File: config.mk
export PLATFORM = sky130hd
export DESIGN_NAME = wdt_reset_cause
export DESIGN_NICKNAME = d
export VERILOG_FILES = /design/src/design/wdt_pkg.sv /design/src/design/wdt_reset_cause.sv /design/src/design/wdt_timeout_counter.sv
export SDC_FILE = /design/constraint.sdc
export NUM_CORES = 1
export LEC_CHECK = 0
export BUFFER_PORTS_ARGS = -buffer_cell sky130_fd_sc_hd__buf_4
export CAP_MARGIN = 20
export CORE_MARGIN = 2
export CORE_UTILIZATION = 35
export CTS_CLUSTER_SIZE = 30
export DETAILED_ROUTE_END_ITERATION = 8
export GPL_ROUTABILITY_DRIVEN = 0
export PLACE_DENSITY = 0.58
export SLEW_MARGIN = 15
export SYNTH_ARGS = -nofsm -noshare
export SYNTH_HDL_FRONTEND = slang
export SYNTH_HIERARCHICAL = 1
export SYNTH_SLANG_ARGS = --single-unit
File: constraint.sdc
create_clock -name sys_clk_i -period 3.04 [get_ports sys_clk_i]
set_input_delay 0.608 -clock sys_clk_i [delete_from_list [all_inputs] [get_ports sys_clk_i]]
set_output_delay 0.608 -clock sys_clk_i [all_outputs]
set_load 0.05 [all_outputs]
File: src/design/wdt_pkg.sv
// Package: register map, field layout, timing counts and types of the watchdog block
package wdt_pkg;

    // Register byte addresses
    localparam logic [7:0] WDT_CTRL_ADDR = 8'h60;
    localparam logic [7:0] RST_CAUSE_ADDR = 8'h54;

    // Watchdog control register field positions
    localparam int IRQ_FLAG_BIT = 7;
    localparam int IRQ_EN_BIT = 6;
    localparam int SEL3_BIT = 5;
    localparam int UNLOCK_BIT = 4;
    localparam int RST_EN_BIT = 3;
    localparam int SEL_HI_BIT = 2;
    localparam int SEL_LO_BIT = 0;

    // Reset cause register field positions
    localparam int DEBUG_FLAG_BIT = 4;
    localparam int WDOG_FLAG_BIT = 3;
    localparam int BROWNOUT_FLAG_BIT = 2;
    localparam int EXT_FLAG_BIT = 1;
    localparam int POWERON_FLAG_BIT = 0;

    // Reset values
    localparam logic [7:0] WDT_CTRL_RESET = 8'h00;
    localparam logic [3:0] SEL_RESET = 4'h0;
    localparam logic [2:0] UNLOCK_IDLE = 3'h0;

    // Timing: change window in system clocks, time-out base in oscillator cycles
    localparam logic [2:0] UNLOCK_CYCLES = 3'h4;
    localparam int BASE_OSC_CYCLES = 2048;
    localparam logic [3:0] SEL_MAX = 4'h9;
    localparam int CNT_W = 20;
    localparam int OSC_HZ = 128000;
    localparam int SYS_HZ = 100000000;

    // Operating modes
    typedef enum logic [1:0] {
        MODE_STOPPED,
        MODE_IRQ,
        MODE_RESET,
        MODE_IRQ_RESET
    } wdt_mode_t;

    // Stored control fields
    typedef struct packed {
        logic irq_flag;
        logic irq_en;
        logic rst_en;
        logic [3:0] sel;
    } wdt_ctrl_t;

    // Stored reset cause flags
    typedef struct packed {
        logic debug;
        logic wdog;
        logic brownout;
        logic ext;
        logic poweron;
    } reset_cause_t;

    // Reset sources reported by the system reset generator
    typedef struct packed {
        logic debug;
        logic brownout;
        logic ext;
    } reset_src_t;

    localparam reset_cause_t CAUSE_RESET = '{debug: 1'b0, wdog: 1'b0, brownout: 1'b0,
                                             ext: 1'b0, poweron: 1'b1};

    // Mode from fuse and effective enables
    function automatic wdt_mode_t decode_mode(input logic fuse_n, input logic rst_en,
                                              input logic irq_en);
        if (!fuse_n) begin
            return MODE_RESET;
        end
        unique case ({rst_en, irq_en})
            2'b00: return MODE_STOPPED;
            2'b01: return MODE_IRQ;
            2'b10: return MODE_RESET;
            2'b11: return MODE_IRQ_RESET;
        endcase
    endfunction

    // Last count value of a time-out period; reserved codes use the longest
    function automatic logic [CNT_W-1:0] timeout_limit(input int base, input logic [3:0] sel);
        logic [3:0] sel_c;
        sel_c = (sel > SEL_MAX) ? SEL_MAX : sel;
        return CNT_W'((base << sel_c) - 1);
    endfunction

endpackage

File: src/design/wdt_reset_cause.sv
// Watchdog control, time-out actions and reset cause flags
`timescale 1ns/1ps

module wdt_reset_cause
    import wdt_pkg::*;
#(
    parameter int BASE_OSC_CYCLES_P = BASE_OSC_CYCLES
) (
    input wire logic sys_clk_i, // System clock, 100 MHz
    input wire logic srst_i, // Power-on reset, synchronous
    input wire logic [7:0] addr_i, // Register address
    input wire logic [7:0] wdata_i, // Register write data
    input wire logic wr_i, // Write strobe
    input wire logic rd_i, // Read strobe
    output logic [7:0] rdata_o, // Read data, cycle after the strobe
    input wire logic osc_clk_i, // Watchdog oscillator, 128 kHz
    input wire logic restart_i, // Restart instruction executed
    input wire logic gie_i, // Global interrupt enable of the CPU
    input wire logic irq_ack_i, // Time-out vector executed
    input wire logic always_on_fuse_i, // Fuse, 0 means programmed
    input wire reset_src_t rst_src_i, // Other reset sources
    output logic irq_req_o, // Time-out interrupt request
    output logic sys_rst_req_o // Watchdog system reset pulse
);

    wdt_ctrl_t ctrl_reg;
    wdt_ctrl_t ctrl_next;
    reset_cause_t cause_reg;
    reset_cause_t cause_next;
    logic [2:0] unlock_cnt_reg;
    logic [2:0] unlock_cnt_next;
    logic irq_req_reg;
    logic irq_req_next;
    logic rst_req_reg;
    logic rst_req_next;
    logic [7:0] rdata_reg;
    logic [7:0] rdata_next;
    logic timeout;
    wdt_mode_t mode;

    // Address decode
    wire ctrl_wr = wr_i && addr_i == WDT_CTRL_ADDR;
    wire ctrl_rd = rd_i && addr_i == WDT_CTRL_ADDR;
    wire cause_wr = wr_i && addr_i == RST_CAUSE_ADDR;
    wire cause_rd = rd_i && addr_i == RST_CAUSE_ADDR;

    // Effective enables after fuse and reset flag overrides
    wire unlock = unlock_cnt_reg != UNLOCK_IDLE;
    wire eff_rst_en = ctrl_reg.rst_en | cause_reg.wdog | ~always_on_fuse_i;
    wire eff_irq_en = ctrl_reg.irq_en & always_on_fuse_i;
    assign mode = decode_mode(always_on_fuse_i, eff_rst_en, eff_irq_en);
    wire run = mode != MODE_STOPPED;

    // Time-out actions per mode
    wire irq_mode_to = timeout && mode == MODE_IRQ;
    wire comb_first = timeout && mode == MODE_IRQ_RESET && !ctrl_reg.irq_flag;
    wire to_irq = irq_mode_to || comb_first;
    wire comb_second = timeout && mode == MODE_IRQ_RESET && ctrl_reg.irq_flag;
    wire to_rst = (timeout && mode == MODE_RESET) || comb_second;
    wire comb_ack = irq_ack_i && mode == MODE_IRQ_RESET;

    // Write data fields
    wire [3:0] wr_sel = {wdata_i[SEL3_BIT], wdata_i[SEL_HI_BIT:SEL_LO_BIT]};
    wire wr_unlock = ctrl_wr && wdata_i[UNLOCK_BIT];
    wire irq_flag_clr = (ctrl_wr && wdata_i[IRQ_FLAG_BIT]) || irq_ack_i;

    // Control register next value
    assign ctrl_next.irq_flag = to_irq || (ctrl_reg.irq_flag && !irq_flag_clr);
    assign ctrl_next.irq_en = comb_ack ? 1'b0 :
                              ctrl_wr ? wdata_i[IRQ_EN_BIT] : ctrl_reg.irq_en;
    assign ctrl_next.rst_en = cause_reg.wdog ||
                              (ctrl_wr ? (wdata_i[RST_EN_BIT] || (ctrl_reg.rst_en && !unlock))
                                       : ctrl_reg.rst_en);
    assign ctrl_next.sel = (ctrl_wr && unlock) ? wr_sel : ctrl_reg.sel;

    // Change window countdown
    assign unlock_cnt_next = wr_unlock ? UNLOCK_CYCLES :
                             unlock ? unlock_cnt_reg - 3'h1 : unlock_cnt_reg;

    // Reset cause flags: a new event wins over a write of zero
    assign cause_next.debug = rst_src_i.debug ||
                              (cause_reg.debug && !(cause_wr && !wdata_i[DEBUG_FLAG_BIT]));
    assign cause_next.wdog = to_rst ||
                             (cause_reg.wdog && !(cause_wr && !wdata_i[WDOG_FLAG_BIT]));
    assign cause_next.brownout = rst_src_i.brownout ||
                                 (cause_reg.brownout &&
                                  !(cause_wr && !wdata_i[BROWNOUT_FLAG_BIT]));
    assign cause_next.ext = rst_src_i.ext ||
                            (cause_reg.ext && !(cause_wr && !wdata_i[EXT_FLAG_BIT]));
    assign cause_next.poweron = cause_reg.poweron &&
                                !(cause_wr && !wdata_i[POWERON_FLAG_BIT]);

    // Requests to the CPU and the reset generator
    assign irq_req_next = gie_i && eff_irq_en && ctrl_reg.irq_flag;
    assign rst_req_next = to_rst;

    // Read views; unmapped addresses read zero
    wire [7:0] ctrl_view = {ctrl_reg.irq_flag, eff_irq_en, ctrl_reg.sel[3], unlock,
                            eff_rst_en, ctrl_reg.sel[2:0]};
    wire [7:0] cause_view = {3'h0, cause_reg};
    assign rdata_next = ctrl_rd ? ctrl_view : cause_rd ? cause_view : 8'h00;

    // State registers; only power-on reset loads their reset values
    always_ff @(posedge sys_clk_i) begin
        if (srst_i) begin
            ctrl_reg <= wdt_ctrl_t'({WDT_CTRL_RESET[IRQ_FLAG_BIT], WDT_CTRL_RESET[IRQ_EN_BIT],
                                     WDT_CTRL_RESET[RST_EN_BIT], SEL_RESET});
            cause_reg <= CAUSE_RESET;
            unlock_cnt_reg <= UNLOCK_IDLE;
        end else begin
            ctrl_reg <= ctrl_next;
            cause_reg <= cause_next;
            unlock_cnt_reg <= unlock_cnt_next;
        end
    end

    // Output registers
    always_ff @(posedge sys_clk_i) begin
        if (srst_i) begin
            irq_req_reg <= 1'b0;
            rst_req_reg <= 1'b0;
            rdata_reg <= 8'h00;
        end else begin
            irq_req_reg <= irq_req_next;
            rst_req_reg <= rst_req_next;
            rdata_reg <= rdata_next;
        end
    end

    assign irq_req_o = irq_req_reg;
    assign sys_rst_req_o = rst_req_reg;
    assign rdata_o = rdata_reg;

    // Time-out counter
    wdt_timeout_counter #(
        .BASE_CYCLES_P(BASE_OSC_CYCLES_P)
    ) u_counter (
        .sys_clk_i(sys_clk_i),
        .srst_i(srst_i),
        .osc_clk_i(osc_clk_i),
        .run_i(run),
        .restart_i(restart_i || rst_req_reg),
        .sel_i(ctrl_reg.sel),
        .timeout_o(timeout)
    );
endmodule

File: src/design/wdt_timeout_counter.sv
// Watchdog time-out counter running on sampled oscillator edges
`timescale 1ns/1ps
module wdt_timeout_counter
    import wdt_pkg::*;
#(
    parameter int BASE_CYCLES_P = BASE_OSC_CYCLES
) (
    input wire logic sys_clk_i, // System clock
    input wire logic srst_i, // Synchronous reset
    input wire logic osc_clk_i, // Watchdog oscillator level
    input wire logic run_i, // Watchdog not stopped
    input wire logic restart_i, // Restart instruction pulse
    input wire logic [3:0] sel_i, // Time-out select
    output logic timeout_o // One-cycle time-out pulse
);

    // Elaboration checks
    if (BASE_CYCLES_P < 2 || BASE_CYCLES_P > BASE_OSC_CYCLES) begin : g_bad_base
        $error("BASE_CYCLES_P out of range");
    end
    if (SYS_HZ < 4 * OSC_HZ) begin : g_bad_rate
        $error("System clock too slow to sample the oscillator");
    end

    logic osc_meta_reg;
    logic osc_sync_reg;
    logic osc_prev_reg;
    logic [CNT_W-1:0] count_reg;
    logic [CNT_W-1:0] count_next;
    logic timeout_reg;
    logic timeout_next;

    // Oscillator level synchroniser and edge history
    always_ff @(posedge sys_clk_i) begin
        if (srst_i) begin
            osc_meta_reg <= 1'b0;
            osc_sync_reg <= 1'b0;
            osc_prev_reg <= 1'b0;
        end else begin
            osc_meta_reg <= osc_clk_i;
            osc_sync_reg <= osc_meta_reg;
            osc_prev_reg <= osc_sync_reg;
        end
    end

    // Edge detect, limit and count step
    wire osc_edge = osc_sync_reg & ~osc_prev_reg;
    wire [CNT_W-1:0] limit = timeout_limit(BASE_CYCLES_P, sel_i);
    wire at_limit = count_reg >= limit;
    wire hold = !run_i || restart_i;
    assign count_next = hold ? '0 : !osc_edge ? count_reg : at_limit ? '0 : count_reg + 1'b1;
    assign timeout_next = !hold && osc_edge && at_limit;

    // Counter and time-out pulse
    always_ff @(posedge sys_clk_i) begin
        if (srst_i) begin
            count_reg <= '0;
            timeout_reg <= 1'b0;
        end else begin
            count_reg <= count_next;
            timeout_reg <= timeout_next;
        end
    end

    assign timeout_o = timeout_reg;
endmodule

==> results of run 1 <==
cells by family after synthesis:
group                    after synthesis  synth area share (%)
multiplexers                           3                  1.18
AO/OA/AOI/OAI                         64                  18.0
buffers and inverters                 22                  3.73
XOR/XNOR                              12                  4.12
flip-flops                            49                  38.4
adder cells (fa/ha/maj)               14                  6.86
AND/OR/NAND/NOR                      111                  27.6
worst max-delay path, delay by kind of cell (launching register included):
family	cells	cell delay, ps
simple gates	7	1020
compound gates	2	260
flops	1	380
mux	1	120
buf+inv	1	240
fa+ha+maj	2	590
worst max-delay path by stage:
stage / startpoint / endpoint / slack, ps / cells past startpoint
after floorplan: ctrl_reg[2] / u_counter/count_reg[0] / 450 / 13
after global placement: ctrl_reg[3] / u_counter/timeout_o / 350 / 12
after detailed placement: ctrl_reg[3] / u_counter/count_reg[5] / 310 / 13
after CTS: ctrl_reg[3] / u_counter/timeout_o / 280 / 13
after global routing: ctrl_reg[1] / u_counter/count_reg[6] / 50 / 12
final: ctrl_reg[3] / u_counter/timeout_o / 380 / 13
per-layer routing:
layer  wire length (µm)  GRT usage [%]
met5                  0              0
met3                278           3.97
met2               2730           23.7
met4                 32           4.48
met1               2640           21.1
cells in the final DEF, fill, tap and decap left out, drive strengths merged, types with 3 or more instances in the layout:
cell,instances
nor4b,3
a21o,3
and4,3
ha,14
inv,8
and3,6
buf,41
clkbuf,6
o31ai,11
nor2,15
o21ai,7
a22oi,5
nand2,9
a21oi,13
or4,4
mux2i,3
nor2b,7
or3b,4
dfxtp,49
or4b,3
nand3b,3
nand4,14
a41oi,3
or3,5
xor2,10
nand3,8
nand2b,3
a211oi,14
nor3,15
final cells by class:
cell class / instances / area [µm²] / share of cell area [%]
Clock buffer: 6 / 72.6 / 2.39
Clock inverter: 2 / 38.8 / 1.28
Inverter: 8 / 30.0 / 0.989
Multi-Input combinational cell: 204 / 1480 / 48.7
Sequential cell: 49 / 981 / 32.3
Tap cell: 99 / 124 / 4.08
Timing Repair Buffer: 41 / 312 / 10.3
power by group:
part / total [µW] / switching, µW / internal, µW
Combinational: 151 / 78.6 / 72.6
Clock: 468 / 220 / 247
Sequential: 666 / 8.63 / 657
through the flow:
step | setup slack, ps | instance area, µm² | power (µW)
3_3_place_gp | 353 | 2920 | 832
6_report | 379 | 3040 | 1280
2_1_floorplan | 449 | 2550 | 779
3_5_place_dp | 305 | 2920 | 834
5_1_grt | 45.7 | 3040 | 1350
4_1_cts | 276 | 3030 | 1300
==> run metrics, run 1 <==
Tot GR Track Use 15.3%; Yosys reg bits 49; clk_lat worst skew 300 ps; area delta synth->final 19.0%; EDFF count, synth 0; DR vias/cell 5.39; Synth cell types 54; Worst Setup End Kind flop; syn_nets about 320; Die H 89.4 µm; CTS buffer count 5; final setup TNS 0 ps; Worst Skew 17.7 ps; worst hold path type flop to flop; R2R Path Start ctrl_reg[3]; drt wl/cell 13.9 µm; Setup crit start kind flop; Critical Path RT 3280 ps; slowest cell on the critical path dfxtp_1; I/O pin count 38; ant diodes 0; final wirelength 5680 µm; CTS sink count 49; Leak Pwr 0.00113 µW; Worst path max stage delay 380 ps; Synth Cell Area 0.00255 mm²; clock-pin transition on the worst setup and hold timing paths 90 ps; Largest register FFs 20; final hold vios 0; Most Frequent Cell on Critical Path ha_1; layout cells sized above 1 21.0%; Hold-fix buffers, CTS 0; max_cap viols 0; Die Span X 89.4 µm; CP cell instances nor2_2, nand3b_1, ha_1, nor3_1, mux2i_1, nor2_1, a21oi_1, ha_1, and4_1, nand4_1, o221ai_1, buf_6, nor2b_1; Die ar. between 0.007 and 0.008 mm²; reg-to-reg setup timing slack around 380 ps; pin count of the biggest net entering global routing 24; CTS tree done; grt ovf 0; crit path time final 2660 ps; outcome finished, final reports clean; relative slew slack ~48%; post-CTS resize count 0; Post-CTS Setup Bufs 0; Critical R2R Capture u_counter/timeout_o; Cells after DPL ~400; DRT Pass-1 Iters 4; Iteration-0 DRC Markers 120; Detail Placement HPWL approximately 4100 µm; top-count cell post-synth dfxtp_1; global-route wire length before repair 9690 µm; ys async rst share 0%; average cell area after synthesis around 9.3 µm²; Syn. warnings 6; Max VDD drop 0.236 mV; Min-Delay Endpoint u_counter/osc_sync_reg; FMAX around 380 MHz; # DRC 0; final core occ 42.5%; Slew @ Worst Pin 767 ps; vias in the first global route 2,050; largest area contributor in the netlist dfxtp_1; critical path fanouts, max 21; # nets final 351; pwr dens 423 mW/mm²; fillcell total 721; core box area 0.00714 mm²; port bufs 37; clock root cell clkbuf_8; Initial Utilization 35.8%; worst hold slack 444 ps; Worst Setup Path Type flop to flop; fin crit share roughly 88%; DR vias between 2,000 and 2,500; Commonest cells post-synth 49 x dfxtp_1, 15 x nor2_1, 14 x ha_1, 14 x nor3_1; Worst EP arrival 2900 ps; share of Yosys cell area claimed by the top area cell type 38.4%; reg2reg path depth 13; antenna viol nets, final 0; Site Rows 31; RSZ-0062 raised after global routing no; Hold Crit Depth 1; synthesized instance count 275; HP Start u_counter/osc_meta_reg; Max Slew Vio Count 0; ys flop type dfxtp_1; Area contributors post-synth dfxtp_1 38%, ha_1 6.9%, xor2_1 3.4%, a211oi_1 3.2%, o31ai_1 3.2%; Seq/Total Area, Yosys between 30% and 40%; non-filler cells, final a little over 400; initial antenna violation count 0; Finish-stage setup viols 0; CTS max path bufs 2; H-tree depth 2
No activity file was read; power rests on OpenSTA's default activity.
==> run 2: changes to the inputs <==
--- a/config.mk
+++ b/config.mk
@@ -7,12 +7,14 @@
 export LEC_CHECK = 0
 export BUFFER_PORTS_ARGS = -buffer_cell sky130_fd_sc_hd__buf_4
 export CAP_MARGIN = 20
+export CELL_PAD_IN_SITES_DETAIL_PLACEMENT = 0
+export CELL_PAD_IN_SITES_GLOBAL_PLACEMENT = 2
 export CORE_MARGIN = 2
 export CORE_UTILIZATION = 35
 export CTS_CLUSTER_SIZE = 30
 export DETAILED_ROUTE_END_ITERATION = 8
 export GPL_ROUTABILITY_DRIVEN = 0
-export PLACE_DENSITY = 0.58
+export PLACE_DENSITY = 0.84
 export SLEW_MARGIN = 15
 export SYNTH_ARGS = -nofsm -noshare
 export SYNTH_HDL_FRONTEND = slang
==> constraint.sdc (replaced) <==
create_clock -name sys_clk_i -period 3.04 [get_ports sys_clk_i]
set_input_delay 0.304 -clock sys_clk_i [delete_from_list [all_inputs] [get_ports sys_clk_i]]
set_output_delay 0.304 -clock sys_clk_i [all_outputs]
set_load 0.05 [all_outputs]
==> run metrics, run 2 (same netlist as run 1, synthesis figures left out) <==
antenna viol nets, final 0 (unchanged); Post-CTS Setup Bufs 0 (unchanged); Detail Placement HPWL 4300 µm (+4.9%); Tot GR Track Use 15.6% (+0.23 points); Critical Path End u_counter/count_reg[11]; cell family with most CP delay compound AO/OA/AOI/OAI gates; Iteration-0 DRC Markers 80 (-33%); DR vias 2,170 (-1.5%); R2R Path Start ctrl_reg[2]; Place WS 319 ps (+14.0 ps); vias in the first global route 2,027 (-1.1%); post-route setup slack 309 ps (-70.7 ps); final hold vios 0 (unchanged); DRT Pass-1 Iters 4 (unchanged); Worst path depth 12 (-1); FMAX 366 MHz (-2.6%); most frequent cells in the layout 49 x dfxtp_1, 40 x buf_4, 15 x nor2_1; final setup TNS 0 ps (unchanged); Largest register FFs 20 (unchanged); RSZ-0062 raised after global routing no; Worst EP arrival 2940 ps (+40 ps); HP Start wdata_i[4]; crit path buf inv count 1 (unchanged); CP cell instances nor2_1, nand3b_1, ha_1, nor3_1, a21o_1, a32oi_1, ha_1, a21o_1, a22oi_1, o221ai_1, buf_12, a211oi_1; CTS max path bufs 2 (unchanged); port bufs 37 (unchanged); Cells after DPL 401 (unchanged); commonest non-fill, non-tap cell in the layout dfxtp_1; outcome finished, final reports clean; pin count of the biggest net entering global routing 24 (unchanged); Max VDD drop 0.182 mV (-23%); Worst Skew 11.8 ps (-5.82 ps); Slew @ Worst Pin 821 ps (+54.1 ps); Die Span X 89.4 µm (unchanged); Critical R2R Capture u_counter/count_reg[11]; relative slew slack 45.1% (-3.0 points); I/O pin count 38 (unchanged); reg2reg path depth 12 (-1); DR vias/cell 5.31 (-1.5%); Initial Utilization 35.8% (unchanged); pwr dens 400 mW/mm² (-5.4%); Critical Path RT 3250 ps (-30 ps); reg-to-reg setup timing slack 310 ps (-70 ps); non-filler cells, final 409 (unchanged); Die H 89.4 µm (unchanged); clk_lat worst skew 300 ps (about the same); drt wl/cell 14.4 µm (+3.5%); # nets final 351 (unchanged); worst setup path startpoint ctrl_reg[2]; initial antenna violation count 0 (unchanged); CTS buffer count 5 (unchanged); CTS sink count 49 (unchanged); final wirelength 5880 µm (+3.5%); Finish-stage setup viols 0 (unchanged); CTS tree done; ant diodes 0 (unchanged); max_cap viols 0 (unchanged); Worst Setup End Kind flop; Setup crit start kind flop; clock root cell clkbuf_8; grt ovf 0 (unchanged); slowest cell on the critical path ha_1; area delta synth->final 18.4%; core box area 0.00714 mm² (unchanged); worst hold path type input pin to flop; layout cells sized above 1 21.0% (unchanged); Worst path max stage delay 330 ps (-50 ps); Die ar. 0.00799 mm² (unchanged); Leak Pwr 0.00112 µW (-0.55%); Worst Setup Path Type flop to flop; critical path fanouts, max 21 (unchanged); Hold-fix buffers, CTS 0 (unchanged); Site Rows 31 (unchanged); crit path time final 2730 ps (+70.7 ps); post-CTS resize count 0 (unchanged); H-tree depth 2 (unchanged); global-route wire length before repair 9740 µm (+0.42%); fin crit share 89.8% (+2.3 points); # DRC 0 (unchanged); Max Slew Vio Count 0 (unchanged); clock-pin transition on the worst setup and hold timing paths 100 ps (about the same)
run 2: cell types whose count changed in the layout (fill, tap and decap cells not counted), sizes merged:
cell	previous run	this run
clkbuf	6	5
clkinv	1	3
bufinv	1	0
run 2: worst register-to-register path, delay by kind of cell (launching register included):
kind	cells	cell delay, ps
AO/OA/AOI/OAI	6	950
adder cells (fa/ha/maj)	2	610
AND/OR/NAND/NOR	3	570
flip-flops	1	320
buffers and inverters	1	200
run 2: worst min path at each step:
stage          slack, ps                endpoint  cells past startpoint
6_report             210       unlock_cnt_reg[0]                      2
5_1_grt              200       unlock_cnt_reg[1]                      2
4_1_cts              200  u_counter/osc_meta_reg                      2
3_5_place_dp         430  u_counter/osc_sync_reg                      1
3_3_place_gp         410  u_counter/osc_sync_reg                      1
2_1_floorplan        380  u_counter/osc_meta_reg                      1
run 2: power breakdown:
group | internal, µW | switching [µW] | leakage [µW]
Combinational | 73.2 | 80.6 | 0.000679
Clock | 164 | 225 | 0.0000481
Sequential | 657 | 8.93 | 0.000396
run 2: area by class of cell:
type | instances | area (µm²)
inverters | 8 | 30.0
flip-flops and latches | 49 | 981
repair buffers | 41 | 320
clock buffers | 5 | 68.8
fillers | 736 | 4110
clock inverters | 3 | 22.5
well taps | 99 | 124
multi-input cells | 204 | 1480
run 2: layer usage:
layer  up-vias  wire length [µm]  share of wire (%)  GRT usage [%]
li1       1112                 -                  -              -
met5         -                 0                  0              0
met4         0                65                1.1           4.34
met1      1017              2920                 50           21.6
met3         4               202                3.4           3.32
met2        37              2690                 46           24.4
run 2: through the flow:
stage                     area (µm²)  hold slack, ps  utilization (%)  total power (µW)
after floorplan                 2550             376                -               779
after global placement          2930             415             41.1               833
after CTS                       3020             197             42.4              1220
final                           3020             213             42.4              1210
after global routing            3020             199             42.4              1280
after detailed placement        2930             426             41.1               836
==> run 3: changes to the inputs <==
--- a/config.mk
+++ b/config.mk
@@ -5,16 +5,17 @@
 export SDC_FILE = /design/constraint.sdc
 export NUM_CORES = 1
 export LEC_CHECK = 0
+export ABC_AREA = 1
 export BUFFER_PORTS_ARGS = -buffer_cell sky130_fd_sc_hd__buf_4
 export CAP_MARGIN = 20
 export CELL_PAD_IN_SITES_DETAIL_PLACEMENT = 0
 export CELL_PAD_IN_SITES_GLOBAL_PLACEMENT = 2
 export CORE_MARGIN = 2
-export CORE_UTILIZATION = 35
+export CORE_UTILIZATION = 32
 export CTS_CLUSTER_SIZE = 30
 export DETAILED_ROUTE_END_ITERATION = 8
 export GPL_ROUTABILITY_DRIVEN = 0
-export PLACE_DENSITY = 0.84
+export PLACE_DENSITY = 0.85
 export SLEW_MARGIN = 15
 export SYNTH_ARGS = -nofsm -noshare
 export SYNTH_HDL_FRONTEND = slang
==> run metrics, run 3 <==
Finish-stage setup viols 0 (unchanged); average cell area after synthesis 7.02 µm² (-24%); syn_nets 419 (+32%); CP cell instances nor3_1, inv_1, nor2_1, inv_1, ha_1, nand2_1, xnor2_1, ha_1, a21o_2, o21ai_0, nand3_2, nand2_2, nand2_4, nor2_1; I/O pin count 38 (unchanged); Hold-fix buffers, CTS 0 (unchanged); Commonest cells post-synth 78 x nand2_1, 62 x nor2_1, 59 x inv_1; CTS tree done; largest area contributor in the netlist dfxtp_1; slowest cell on the critical path dfxtp_1; Die H 94.9 µm (+6.2%); crit path time final 2550 ps (-186 ps); # nets final 460 (+31%); Seq/Total Area, Yosys 37.1% (-1.3 points); Leak Pwr 0.00137 µW (+22%); final wirelength 5670 µm (-3.5%); pwr dens 430 mW/mm² (+7.4%); outcome finished, final reports clean; Setup crit start kind flop; Max VDD drop 0.226 mV (+24%); ys flop type dfxtp_1; Worst path max stage delay 370 ps (+40 ps); worst hold slack 204 ps (-8.69 ps); clk_lat worst skew 300 ps (about the same); grt ovf 0 (unchanged); fillcell total 873 (+19%); Area contributors post-synth dfxtp_1 37%, nand2_1 11%, nor2_1 8.8%, inv_1 8.4%, ha_1 6.6%; CTS sink count 49 (unchanged); global-route wire length before repair 10,000 µm (+2.8%); DRT Pass-1 Iters 5 (+1); Worst Skew 8.43 ps (-3.41 ps); Site Rows 33 (+6.5%); core box area 0.00809 mm² (+13%); vias in the first global route 2,258 (+11%); clock root cell clkbuf_8; Largest register FFs 20 (unchanged); share of Yosys cell area claimed by the top area cell type 37.1% (-1.3 points); H-tree depth 2 (unchanged); Max Slew Vio Count 0 (unchanged); synthesized instance count 377 (+37%); initial antenna violation count 0 (unchanged); Initial Utilization 32.7% (-3.1 points); top-count cell post-synth nand2_1; port bufs 37 (unchanged); EDFF count, synth 0 (unchanged); RSZ-0062 raised after global routing no; final hold vios 0 (unchanged); Worst EP arrival 2780 ps (-160 ps); Synth cell types 33 (-39%); # DRC 0 (unchanged); Critical Path RT 3280 ps (+30 ps); fin crit share 83.7% (-6.1 points); Synth Cell Area 0.00265 mm² (+3.6%); area delta synth->final 19.1%; Slew @ Worst Pin 490 ps (-331 ps); CTS max path bufs 2 (unchanged); ys async rst share 0% (unchanged); commonest non-fill, non-tap cell in the layout nand2_1; post-CTS resize count 0 (unchanged); Iteration-0 DRC Markers 62 (-23%); Tot GR Track Use 14.0% (-1.6 points); Worst Setup Path Type flop to flop; final setup TNS 0 ps (unchanged); pin count of the biggest net entering global routing 20 (-17%); ant diodes 0 (unchanged); Post-CTS Setup Bufs 0 (unchanged); drt wl/cell 10.8 µm (-25%); DR vias 2,327 (+7.2%); most frequent cells in the layout 78 x nand2_1, 62 x nor2_1, 59 x inv_1; Worst Setup End Kind flop; Detail Placement HPWL 4530 µm (+5.2%); relative slew slack 67.1% (+22 points); max_cap viols 0 (unchanged); Die Span X 94.9 µm (+6.2%); DR vias/cell 4.44 (-16%); clock-pin transition on the worst setup and hold timing paths 90 ps (about the same); Yosys reg bits 49 (unchanged); worst hold path type input pin to flop; critical path fanouts, max 19 (-9.5%); Die ar. 0.00901 mm² (+13%); layout cells sized above 1 16.7% (-4.3 points); FMAX 393 MHz (+7.3%); CTS buffer count 5 (unchanged); antenna viol nets, final 0 (unchanged); Syn. warnings 6 (unchanged)
run 3: cell type report:
| class | count | area [µm²] | area share, % |
|---|---|---|---|
| Sequential cell | 49 | 981 | 31.1 |
| Clock inverter | 1 | 30.0 | 0.953 |
| Multi-Input combinational cell | 261 | 1400 | 44.6 |
| Tap cell | 105 | 131 | 4.17 |
| Timing Repair Buffer | 37 | 278 | 8.82 |
| Clock buffer | 7 | 86.3 | 2.74 |
| Inverter | 64 | 240 | 7.63 |
run 3: critical path, delay by kind of cell, from the launching register on:
kind,cells,cell delay [ps]
and+or+nand+nor,7,970
adders and majority gates,2,490
AOI/OAI and AO/OA,2,400
DFF,1,370
buffers and inverters,2,130
xor gates and xnor gates,1,130
run 3: worst paths after layout:
check | startpoint | endpoint | slack, ps | cells past startpoint
setup reg to reg | ctrl_reg[2] | u_counter/count_reg[6] | 490 | 14
setup / recovery | ctrl_reg[2] | u_counter/count_reg[6] | 490 | 14
hold reg to reg | u_counter/osc_meta_reg | u_counter/osc_sync_reg | 410 | 2
hold / removal | osc_clk_i | u_counter/osc_meta_reg | 200 | 3
run 3: metal layers:
| metal | global-route usage, % | routed length, µm |
|---|---|---|
| met5 | 0 | 0 |
| met4 | 3.14 | 49 |
| met3 | 2.87 | 215 |
| met2 | 24.3 | 2780 |
| met1 | 17.8 | 2620 |
run 3: per-stage QoR:
step / std cells / setup slack (ps) / utilization, % / cell area [µm²] / total power, µW
floorplan: 377 / 732 / - / 2650 / 822
global placement: 516 / 632 / 37.5 / 3030 / 881
detailed placement: 516 / 483 / 37.5 / 3030 / 885
CTS: 524 / 464 / 38.9 / 3150 / 1370
global route: 524 / 159 / 38.9 / 3150 / 1430
finish: 524 / 495 / 38.9 / 3150 / 1350
run 3: report_power, final:
| group | switching (µW) | internal [µW] |
|---|---|---|
| registers | 10.4 | 664 |
| logic | 115 | 76.1 |
| clock network | 219 | 269 |
| total | 344 | 1010 |
run 3: cell families after synthesis:
group           Yosys count  synth area share [%]
simple gates            201                  34.7
buf+inv                  67                  9.84
flops                    49                  37.1
compound gates           30                  6.48
xor+xnor                 16                  5.30
fa+ha+maj                14                  6.62
